### config.mk
export PLATFORM = sky130hd
export DESIGN_NAME = pib_bank
export DESIGN_NICKNAME = d
export VERILOG_FILES = /design/src/common/pib_pkg.sv /design/src/pib_bank.sv
export VERILOG_INCLUDE_DIRS = /design/src /design/src/common
export SDC_FILE = /design/constraint.sdc
export NUM_CORES = 1
export LEC_CHECK = 0
export ABC_CLOCK_PERIOD_IN_PS = 2500
export BUFFER_PORTS_ARGS = -buffer_cell sky130_fd_sc_hd__buf_2
export CAP_MARGIN = 20
export CORE_AREA = 2 2 93 95
export DETAILED_ROUTE_END_ITERATION = 10
export DIE_AREA = 0 0 95 97
export SLEW_MARGIN = 30
export SYNTH_ARGS = -nofsm -noshare
export SYNTH_HDL_FRONTEND = slang
export SYNTH_SLANG_ARGS = --single-unit
### constraint.sdc
create_clock -name clk -period 2.5 [get_ports clk]
set_input_delay 0.125 -clock clk [delete_from_list [all_inputs] [get_ports clk]]
set_output_delay 0.125 -clock clk [all_outputs]
set_load 0.1 [all_outputs]
### src/common/pib_consts.svh
// register offsets, bit positions and reset values of the peripheral interrupt bank
`ifndef PIB_CONSTS_SVH
`define PIB_CONSTS_SVH

// ***********************************************
// register map
// ***********************************************
`define PIB_ADDR_W 8
`define PIB_OFS_ENABLE_TWO 8'h11
`define PIB_OFS_FLAG_ONE 8'h16
`define PIB_OFS_ENABLE_ONE 8'h17
`define PIB_OFS_FLAG_TWO 8'h10
`define PIB_OFS_CORE_CTRL 8'h20

// ***********************************************
// bit positions
// ***********************************************
`define PIB_BIT_PORTB 7
`define PIB_BIT_TMR3 6
`define PIB_BIT_TMR2 5
`define PIB_BIT_TMR1 4
`define PIB_BIT_CAP2 3
`define PIB_BIT_CAP1 2
`define PIB_BIT_TX1 1
`define PIB_BIT_RX1 0
`define PIB_BIT_TWO_UNUSED 4
`define PIB_BIT_GROUP_EN 3
`define PIB_BIT_GLOBAL_DIS 4

// ***********************************************
// reset values and masks
// ***********************************************
`define PIB_RST_ENABLE_ONE 8'h00
`define PIB_RST_ENABLE_TWO 8'h00
`define PIB_RST_FLAG_ONE 8'h02
`define PIB_RST_FLAG_TWO 8'h02
`define PIB_RST_CORE_CTRL 8'h10
`define PIB_MASK_TWO 8'hef
`define PIB_SW_FLAG_ONE 8'hfc

`endif

### src/common/pib_pkg.sv
// shared types of the peripheral interrupt bank
package pib_pkg;
   typedef logic [7:0] pib_byte_t;
endpackage : pib_pkg

### src/pib_bank.sv
// peripheral interrupt enable and flag bank with combined request
//
// The strobed register port was decided locally.
`timescale 1ns/1ps
`include "pib_consts.svh"

// What this block does
// RULE1: bit 7 enables port-B change interrupt
// RULE2: bits 6-4 enable timers three, two, one
// RULE3: bits 3-2 enable captures two, one
// RULE4: bit 1 enables serial one transmit
// RULE5: bit 0 enables serial one receive
// RULE6: second enable register at 11h, bit 4 unused
// RULE7: port-B change sets flag; mismatch re-sets it
// RULE8: capture mode: timer three overflow sets flag
// RULE9: period mode: timer three period rollover sets flag
// RULE10: timer two period rollover sets flag
// RULE11: 8-bit mode: timer one rollover sets flag
// RULE12: 16-bit mode: cascaded rollover sets flag
// RULE13: capture two event sets bit 3
// RULE14: capture one event sets bit 2
// RULE15: transmit flag follows buffer empty state
// RULE16: receive flag follows buffer full state
// RULE17: first enable register at 17h
// RULE18: first flag register at 16h, matching bits
// RULE19: pending is OR of flag AND enable
// RULE20: group enable gates request to core
// RULE21: global disable blocks every interrupt
// RULE22: flags set regardless of enables; sw clears
module pib_bank (
   // clock, reset, enable
   input wire logic clk,
   input wire logic rst,
   input wire logic ce,
   // register port
   input wire logic [`PIB_ADDR_W-1:0] reg_addr,
   input wire pib_pkg::pib_byte_t reg_wdata,
   input wire logic reg_wr,
   input wire logic reg_rd,
   output pib_pkg::pib_byte_t reg_rdata,
   // peripheral events
   input wire logic portb_mismatch,
   input wire logic timer_three_overflow,
   input wire logic timer_three_period_roll,
   input wire logic capture_or_period_sel,
   input wire logic timer_two_period_roll,
   input wire logic timer_one_period_roll,
   input wire logic timer_cascade_roll,
   input wire logic timer_cascade_sel,
   input wire logic capture_two_pin,
   input wire logic capture_one_pin,
   input wire logic serial_one_tx_empty,
   input wire logic serial_one_rx_full,
   input wire pib_pkg::pib_byte_t flag_two_set,
   input wire logic [1:0] serial_two_state,
   // to core
   output logic peripheral_pending_flag,
   output logic peripheral_irq_req
);

   // ***********************************************
   // registers
   // ***********************************************
   pib_pkg::pib_byte_t enable_one_q;
   pib_pkg::pib_byte_t enable_two_q;
   pib_pkg::pib_byte_t flag_one_q;
   pib_pkg::pib_byte_t flag_two_q;
   pib_pkg::pib_byte_t core_ctrl_q;
   pib_pkg::pib_byte_t flag_one_set;
   pib_pkg::pib_byte_t flag_two_all;
   logic wr_en_one;
   logic wr_en_two;
   logic wr_flag_one;
   logic wr_flag_two;
   logic wr_core;
   logic pending_d;

   assign wr_en_one = ce && reg_wr && reg_addr == `PIB_OFS_ENABLE_ONE; // RULE17
   assign wr_en_two = ce && reg_wr && reg_addr == `PIB_OFS_ENABLE_TWO; // RULE6
   assign wr_flag_one = ce && reg_wr && reg_addr == `PIB_OFS_FLAG_ONE; // RULE18
   assign wr_flag_two = ce && reg_wr && reg_addr == `PIB_OFS_FLAG_TWO;
   assign wr_core = ce && reg_wr && reg_addr == `PIB_OFS_CORE_CTRL;

   // ***********************************************
   // enable registers
   // ***********************************************
   // each bit except unused bit 4 of enable two is a plain gate; no side effect on write
   always_ff @(posedge clk or posedge rst) begin
      if (rst) begin
         enable_one_q <= `PIB_RST_ENABLE_ONE;
      end else if (wr_en_one) begin
         enable_one_q <= reg_wdata; // RULE1 RULE2 RULE3 RULE4 RULE5
      end
   end

   always_ff @(posedge clk or posedge rst) begin
      if (rst) begin
         enable_two_q <= `PIB_RST_ENABLE_TWO;
      end else if (wr_en_two) begin
         enable_two_q <= reg_wdata & `PIB_MASK_TWO; // RULE6
      end
   end

   always_ff @(posedge clk or posedge rst) begin
      if (rst) begin
         core_ctrl_q <= `PIB_RST_CORE_CTRL;
      end else if (wr_core) begin
         core_ctrl_q <= reg_wdata;
      end
   end

   // ***********************************************
   // flag set terms
   // ***********************************************
   always_comb begin
      flag_one_set = 8'h00;
      // mismatch held high keeps re-setting the flag
      flag_one_set[`PIB_BIT_PORTB] = portb_mismatch; // RULE7
      flag_one_set[`PIB_BIT_TMR3] = capture_or_period_sel ? timer_three_overflow // RULE8
                                                          : timer_three_period_roll; // RULE9
      flag_one_set[`PIB_BIT_TMR2] = timer_two_period_roll; // RULE10
      flag_one_set[`PIB_BIT_TMR1] = timer_cascade_sel ? timer_cascade_roll // RULE12
                                                      : timer_one_period_roll; // RULE11
      flag_one_set[`PIB_BIT_CAP2] = capture_two_pin; // RULE13
      flag_one_set[`PIB_BIT_CAP1] = capture_one_pin; // RULE14
   end

   // ***********************************************
   // flag registers
   // ***********************************************
   // set wins over a same-cycle software clear
   always_ff @(posedge clk or posedge rst) begin
      if (rst) begin
         flag_one_q <= `PIB_RST_FLAG_ONE;
      end else if (ce) begin
         flag_one_q <= (wr_flag_one ? (reg_wdata & `PIB_SW_FLAG_ONE)
                                    : (flag_one_q & `PIB_SW_FLAG_ONE))
                       | flag_one_set; // RULE22
         flag_one_q[`PIB_BIT_TX1] <= serial_one_tx_empty; // RULE15
         flag_one_q[`PIB_BIT_RX1] <= serial_one_rx_full; // RULE16
      end
   end

   assign flag_two_all = (wr_flag_two ? reg_wdata : flag_two_q) | flag_two_set;

   always_ff @(posedge clk or posedge rst) begin
      if (rst) begin
         flag_two_q <= `PIB_RST_FLAG_TWO;
      end else if (ce) begin
         flag_two_q <= {flag_two_all[7:2], serial_two_state} & `PIB_MASK_TWO;
      end
   end

   // ***********************************************
   // combined request
   // ***********************************************
   assign pending_d = |(flag_one_q & enable_one_q) | |(flag_two_q & enable_two_q); // RULE19

   always_ff @(posedge clk or posedge rst) begin
      if (rst) begin
         peripheral_pending_flag <= 1'b0;
      end else if (ce) begin
         peripheral_pending_flag <= pending_d; // RULE19
      end
   end

   always_ff @(posedge clk or posedge rst) begin
      if (rst) begin
         peripheral_irq_req <= 1'b0;
      end else if (ce) begin
         peripheral_irq_req <= pending_d && core_ctrl_q[`PIB_BIT_GROUP_EN] // RULE20
                               && !core_ctrl_q[`PIB_BIT_GLOBAL_DIS]; // RULE21
      end
   end

   // ***********************************************
   // read port
   // ***********************************************
   always_ff @(posedge clk or posedge rst) begin
      if (rst) begin
         reg_rdata <= 8'h00;
      end else if (ce) begin
         if (reg_rd) begin
            case (reg_addr)
               `PIB_OFS_ENABLE_ONE: reg_rdata <= enable_one_q;
               `PIB_OFS_ENABLE_TWO: reg_rdata <= enable_two_q;
               `PIB_OFS_FLAG_ONE: reg_rdata <= flag_one_q;
               `PIB_OFS_FLAG_TWO: reg_rdata <= flag_two_q;
               `PIB_OFS_CORE_CTRL: reg_rdata <= core_ctrl_q;
               default: reg_rdata <= 8'h00;
            endcase
         end else begin
            reg_rdata <= 8'h00;
         end
      end
   end

   // ***********************************************
   // checks
   // ***********************************************
   property p_en_one_write;
      @(posedge clk) disable iff (rst)
      wr_en_one |=> enable_one_q == $past(reg_wdata);
   endproperty
   a_en_one_write: assert property (p_en_one_write) else $error("enable one write lost"); // RULE1

   property p_en_two_hole;
      @(posedge clk) disable iff (rst)
      enable_two_q[`PIB_BIT_TWO_UNUSED] == 1'b0;
   endproperty
   a_en_two_hole: assert property (p_en_two_hole) else $error("unused enable bit set"); // RULE6

   property p_portb_set;
      @(posedge clk) disable iff (rst)
      ce && portb_mismatch |=> flag_one_q[`PIB_BIT_PORTB];
   endproperty
   a_portb_set: assert property (p_portb_set) else $error("port-B flag not set"); // RULE7

   property p_tmr3_cap;
      @(posedge clk) disable iff (rst)
      ce && capture_or_period_sel && timer_three_overflow |=> flag_one_q[`PIB_BIT_TMR3];
   endproperty
   a_tmr3_cap: assert property (p_tmr3_cap) else $error("timer three flag missed"); // RULE8

   property p_tmr1_casc;
      @(posedge clk) disable iff (rst)
      ce && timer_cascade_sel && timer_cascade_roll |=> flag_one_q[`PIB_BIT_TMR1];
   endproperty
   a_tmr1_casc: assert property (p_tmr1_casc) else $error("cascade flag missed"); // RULE12

   property p_cap1_set;
      @(posedge clk) disable iff (rst)
      ce && capture_one_pin |=> flag_one_q[`PIB_BIT_CAP1];
   endproperty
   a_cap1_set: assert property (p_cap1_set) else $error("capture one flag missed"); // RULE14

   property p_tx_follow;
      @(posedge clk) disable iff (rst)
      ce |=> flag_one_q[`PIB_BIT_TX1] == $past(serial_one_tx_empty);
   endproperty
   a_tx_follow: assert property (p_tx_follow) else $error("transmit flag off state"); // RULE15

   property p_rx_follow;
      @(posedge clk) disable iff (rst)
      ce |=> flag_one_q[`PIB_BIT_RX1] == $past(serial_one_rx_full);
   endproperty
   a_rx_follow: assert property (p_rx_follow) else $error("receive flag off state"); // RULE16

   property p_global_block;
      @(posedge clk) disable iff (rst)
      core_ctrl_q[`PIB_BIT_GLOBAL_DIS] ##1 core_ctrl_q[`PIB_BIT_GLOBAL_DIS]
         |-> !peripheral_irq_req;
   endproperty
   a_global_block: assert property (p_global_block) else $error("request while masked"); // RULE21

   property p_en_one_keep;
      @(posedge clk) disable iff (rst)
      !wr_en_one |=> $stable(enable_one_q);
   endproperty
   a_en_one_keep: assert property (p_en_one_keep) else $error("enable one moved"); // RULE17

   property p_en_two_write;
      @(posedge clk) disable iff (rst)
      wr_en_two |=> enable_two_q == ($past(reg_wdata) & `PIB_MASK_TWO);
   endproperty
   a_en_two_write: assert property (p_en_two_write) else $error("enable two write lost"); // RULE6

   property p_tmr3_period;
      @(posedge clk) disable iff (rst)
      ce && !capture_or_period_sel && timer_three_period_roll |=> flag_one_q[`PIB_BIT_TMR3];
   endproperty
   a_tmr3_period: assert property (p_tmr3_period) else $error("timer three roll missed"); // RULE9

   property p_tmr2_set;
      @(posedge clk) disable iff (rst)
      ce && timer_two_period_roll |=> flag_one_q[`PIB_BIT_TMR2];
   endproperty
   a_tmr2_set: assert property (p_tmr2_set) else $error("timer two flag missed"); // RULE10

   property p_tmr1_own;
      @(posedge clk) disable iff (rst)
      ce && !timer_cascade_sel && timer_one_period_roll |=> flag_one_q[`PIB_BIT_TMR1];
   endproperty
   a_tmr1_own: assert property (p_tmr1_own) else $error("timer one flag missed"); // RULE11

   property p_cap2_set;
      @(posedge clk) disable iff (rst)
      ce && capture_two_pin |=> flag_one_q[`PIB_BIT_CAP2];
   endproperty
   a_cap2_set: assert property (p_cap2_set) else $error("capture two flag missed"); // RULE13

   property p_flag_clear;
      @(posedge clk) disable iff (rst)
      wr_flag_one && flag_one_set == 8'h00
         |=> (flag_one_q & `PIB_SW_FLAG_ONE) == ($past(reg_wdata) & `PIB_SW_FLAG_ONE);
   endproperty
   a_flag_clear: assert property (p_flag_clear) else $error("flag write lost"); // RULE22

   property p_flag_sticky;
      @(posedge clk) disable iff (rst)
      ce && !wr_flag_one |=> (($past(flag_one_q) & ~flag_one_q) & `PIB_SW_FLAG_ONE) == 8'h00;
   endproperty
   a_flag_sticky: assert property (p_flag_sticky) else $error("flag dropped by itself"); // RULE22

   property p_flag_freeze;
      @(posedge clk) disable iff (rst)
      !ce |=> $stable(flag_one_q);
   endproperty
   a_flag_freeze: assert property (p_flag_freeze) else $error("flag moved while frozen"); // RULE22

   property p_pending_form;
      @(posedge clk) disable iff (rst)
      ce |=> peripheral_pending_flag
         == $past(|(flag_one_q & enable_one_q) || |(flag_two_q & enable_two_q));
   endproperty
   a_pending_form: assert property (p_pending_form) else $error("pending flag wrong"); // RULE19

   property p_req_gate;
      @(posedge clk) disable iff (rst)
      peripheral_irq_req |-> peripheral_pending_flag;
   endproperty
   a_req_gate: assert property (p_req_gate) else $error("request with nothing pending"); // RULE20

   property p_req_group;
      @(posedge clk) disable iff (rst)
      ce && !core_ctrl_q[`PIB_BIT_GROUP_EN] |=> !peripheral_irq_req;
   endproperty
   a_req_group: assert property (p_req_group) else $error("request with group off"); // RULE20

   property p_req_on;
      @(posedge clk) disable iff (rst)
      ce && core_ctrl_q[`PIB_BIT_GROUP_EN] && !core_ctrl_q[`PIB_BIT_GLOBAL_DIS]
         |=> peripheral_irq_req == peripheral_pending_flag;
   endproperty
   a_req_on: assert property (p_req_on) else $error("request not passed on"); // RULE20

   property p_read_flag;
      @(posedge clk) disable iff (rst)
      ce && reg_rd && reg_addr == `PIB_OFS_FLAG_ONE |=> reg_rdata == $past(flag_one_q);
   endproperty
   a_read_flag: assert property (p_read_flag) else $error("flag read wrong"); // RULE18

   property p_read_en_one;
      @(posedge clk) disable iff (rst)
      ce && reg_rd && reg_addr == `PIB_OFS_ENABLE_ONE |=> reg_rdata == $past(enable_one_q);
   endproperty
   a_read_en_one: assert property (p_read_en_one) else $error("enable one read wrong"); // RULE17

   property p_tmr3_mask;
      @(posedge clk) disable iff (rst)
      ce && capture_or_period_sel && !timer_three_overflow && !wr_flag_one
         && !flag_one_q[`PIB_BIT_TMR3] |=> !flag_one_q[`PIB_BIT_TMR3];
   endproperty
   a_tmr3_mask: assert property (p_tmr3_mask) else $error("period roll used in capture mode"); // RULE8

   property p_tmr1_mask;
      @(posedge clk) disable iff (rst)
      ce && timer_cascade_sel && !timer_cascade_roll && !wr_flag_one
         && !flag_one_q[`PIB_BIT_TMR1] |=> !flag_one_q[`PIB_BIT_TMR1];
   endproperty
   a_tmr1_mask: assert property (p_tmr1_mask) else $error("own roll used in cascade mode"); // RULE12

   property p_gate_portb;
      @(posedge clk) disable iff (rst)
      ce && flag_one_q[`PIB_BIT_PORTB] && enable_one_q[`PIB_BIT_PORTB] |=> peripheral_pending_flag;
   endproperty
   a_gate_portb: assert property (p_gate_portb) else $error("port-B request lost"); // RULE1

   property p_gate_tmr3;
      @(posedge clk) disable iff (rst)
      ce && flag_one_q[`PIB_BIT_TMR3] && enable_one_q[`PIB_BIT_TMR3] |=> peripheral_pending_flag;
   endproperty
   a_gate_tmr3: assert property (p_gate_tmr3) else $error("timer request lost"); // RULE2

   property p_gate_cap2;
      @(posedge clk) disable iff (rst)
      ce && flag_one_q[`PIB_BIT_CAP2] && enable_one_q[`PIB_BIT_CAP2] |=> peripheral_pending_flag;
   endproperty
   a_gate_cap2: assert property (p_gate_cap2) else $error("capture request lost"); // RULE3

   property p_gate_tx;
      @(posedge clk) disable iff (rst)
      ce && flag_one_q[`PIB_BIT_TX1] && enable_one_q[`PIB_BIT_TX1] |=> peripheral_pending_flag;
   endproperty
   a_gate_tx: assert property (p_gate_tx) else $error("transmit request lost"); // RULE4

   property p_gate_rx;
      @(posedge clk) disable iff (rst)
      ce && flag_one_q[`PIB_BIT_RX1] && enable_one_q[`PIB_BIT_RX1] |=> peripheral_pending_flag;
   endproperty
   a_gate_rx: assert property (p_gate_rx) else $error("receive request lost"); // RULE5

endmodule : pib_bank

==> results_dict.tcl <==
set metrics [dict create \
    status "completed" \
    tritoncts "done" \
    postRouteAntennaNets 0 \
    fin_setup_tns_ps 0 \
    fin_crit_ps 1510 \
    clockBufferDepth 2 \
    timing.critical_path.from "reg_addr[0]" \
    wire_per_inst_um 16.5 \
    reg2reg_slack_ps 1220 \
    synth_seq_cells 48 \
    synth_nets 239 \
    fin_skew_ps 9.92 \
    ys_warn_count 0 \
    core_sq_mm 0.00813 \
    synthAdderAreaFrac_pct 0 \
    yosys-top-cells-area "dfrtp_1, mux2_2, mux2i_1, a22oi_1, dfstp_2" \
    endpoint "core_ctrl_q[2]" \
    synth_compound_area_share_pct 16.8 \
    netlist.area_leader.share_pct 47.1 \
    maxCapViolCount 0 \
    synth_top_family_by_area "multiplexers" \
    antenna_found_initial 0 \
    hpwlAfterDp_mm 4.13 \
    seq_area_frac_synth_pct 50.4 \
    drc 0 \
    yosys.area_share.simple_pct 9.79 \
    cp-end-kind "flop" \
    drv_slew 0 \
    grt_pass1_wl_mm 9.45 \
    cts_buffers 5 \
    dieArea_sq_mm 0.00922 \
    final_hold_viol_count 0 \
    synth.mux.area_fraction_pct 19.9 \
    pin_count 53 \
    timing.rr.start "flag_one_q[3]" \
    synth.cell_area_sq_mm 0.00239 \
    setup_viol 0 \
    grt_overflow 0 \
    grt_usage_pct 13.5 \
    clkPwrFrac_pct 32.4 \
    initial_core_util_pct 29.4 \
    die_h_um 97 \
    p_per_area_mw_per_mm2 525 \
    seqPwrFrac_pct 54.1 \
    rr_worst_depth 4 \
    fin_area_sq_mm 0.00287 \
    cts_sinks 48 \
    required_ps 2690 \
    post_dp_cell_area_sq_mm 0.00277 \
    die_w_um 95 \
    p_sw_share_pct 27.0 \
    synth_xor_area_share_pct 0 \
    tightest_slew_ps 659 \
    max_freq_ghz 0.661 \
    syn-mean-instance-area_sq_um 12.2 \
    relSlewSlack_pct 56.0 \
    row_count 33 \
    gp_congestion 0.781 \
    worst-setup-path-type "in2reg" \
    switching_power_w 0.000407 \
    rsz0062_at_grt "false" \
    cts_htree_levels 2 \
    cp.arrival_ps 1700 \
    comb_power_share_pct 13.4 \
    io_buffer_count 49 \
    r2r-end "peripheral_irq_req" \
    firstDrtPassIters 4 \
    startpoint_type "input port" \
    grt_max_degree 37 \
    antenna_cells 0 \
    vias 1770 \
    synth_cells 196 \
    final_util_pct 35.3 \
    worstSkewPairLatency_ps 310 \
    power.leakage_nw 1.25 \
    final_net_count 293 \
    yosysTopAreaCell "dfrtp_1" \
    vias_per_cell 4.97 \
    cp_max_fo 12 \
    area_delta_synth_final_pct 20.0 \
    internal_power_w 0.00110 \
    drtIter0Drc 60 \
    ys_types 33 \
    grt_pass1_vias 1846 \
    peakVddDrop_mv 0.190 \
    hp-class "in2reg" \
    finalWirelength_mm 5.87 \
    path_clk_slew_ps 80 \
    cts_root_buffer "clkbuf_8" \
    drive_gt1_share_pct 40.6 \
    period_share_pct 60.5 \
]
area by class of cell:
type	count	area, sq um
fill	815	5270
sequential	48	1200
multi-input combinational	131	1110
timing repair buffer	55	293
tap	105	131
clock buffer	7	86.3
inverter	9	33.8
clock inverter	1	7.51
metal layers:
layer / up-vias / share of wire (%) / wire length [um] / global-route usage, %
li1: 856 / - / - / -
met4: 0 / 1.6 / 95 / 5.57
met2: 50 / 45 / 2620 / 19.9
met1: 856 / 50 / 2910 / 19.1
met3: 8 / 4.2 / 246 / 2.57
met5: - / 0 / 0 / 0
kinds of logic after synthesis:
kind of cell / count (synthesis)
compound gates: 55
flops: 48
mux: 44
simple gates: 32
buf+inv: 17
power by group through the flow:
stage / Clock, W / Combinational [W] / Sequential [W]
final: 0.000488 / 0.000202 / 0.000815
after global routing: 0.000533 / 0.000221 / 0.000818
after CTS: 0.000504 / 0.000206 / 0.000815
after detailed placement: 0 / 0.000203 / 0.000831
after global placement: 0 / 0.000200 / 0.000830
after floorplan: 0 / 0.0000983 / 0.000861
per-stage QoR:
step | cells | setup WS [ps] | power (W) | hold slack, ps
finish | 356 | 987 | 0.00151 | 41.0
global route | 356 | 862 | 0.00157 | 38.6
CTS | 356 | 986 | 0.00153 | 39.1
global placement | 347 | 668 | 0.00103 | 176
floorplan | 196 | 1010 | 0.000959 | 235
detailed placement | 347 | 660 | 0.00103 | 177
cells in the mapped netlist:
| library cell | n |
|---|---|
| dfrtp_1 | 45 |
| mux2_2 | 29 |
| mux2i_1 | 15 |
| a21oi_1 | 14 |
| a22oi_1 | 13 |
| inv_1 | 9 |
| a22o_1 | 7 |
| nand2_1 | 7 |
| o22ai_1 | 7 |
| o2bb2ai_1 | 7 |
| nor2b_1 | 6 |
| clkbuf_1 | 5 |
| a221o_1 | 4 |
| nor2_1 | 4 |
| dfstp_2 | 3 |
| buf_2 | 2 |
| nand3_1 | 2 |
| or3_1 | 2 |
| a222oi_1 | 1 |
| a41oi_1 | 1 |
| buf_6 | 1 |
| nand2_2 | 1 |
| nand2b_1 | 1 |
| nand4_1 | 1 |
| nand4_4 | 1 |
| nor2_4 | 1 |
| nor3_2 | 1 |
| nor3b_2 | 1 |
| nor3b_4 | 1 |
| nor4_1 | 1 |
| nor4_2 | 1 |
| nor4_4 | 1 |
| o32ai_1 | 1 |
registers in the layout (all words and copies together), names as in the netlist:
signal and count:
enable_two_q 7, flag_two_q 7, flag_one_q 8, peripheral_pending_flag 1, reg_rdata 8, core_ctrl_q 8
enable_one_q 8, peripheral_irq_req 1
placed cells by master (no fill, tap or decap), types with 2 or more instances in the layout:
cell	n
o22ai_1	7
mux2i_1	15
buf_2	49
buf_4	5
dfstp_2	3
dfrtp_1	45
nor2_1	4
clkbuf_8	6
o2bb2ai_1	7
mux2_2	29
nand2_1	7
nand3_1	2
a22o_1	7
a22oi_1	13
nor2b_1	6
inv_1	8
a221o_1	4
a21oi_1	14
or3_1	2
worst min path at each step:
stage | start | endpoint | slack (ps) | cells past startpoint
final | flag_two_set[2] | flag_two_q[2] | 40 | 3
after global routing | flag_two_set[6] | flag_two_q[6] | 40 | 2
after CTS | flag_two_set[7] | flag_two_q[7] | 40 | 2
after detailed placement | rst | flag_one_q[0] | 180 | 2
after global placement | rst | flag_one_q[0] | 180 | 2
after floorplan | flag_two_set[2] | flag_two_q[2] | 230 | 2
repair_timing:
item	in CTS	in global routing
buffers inserted	0	0
resized for setup	0	0
hold buffers	1	0
hold endpoints to repair	20	0
worst max-delay path, cell delays in order:
cell and delay, ps:
buf_2 220, or3_1 480, nor2_4 280, nand4_4 240, mux2_2 340
No activity file was read; power rests on OpenSTA's default activity.
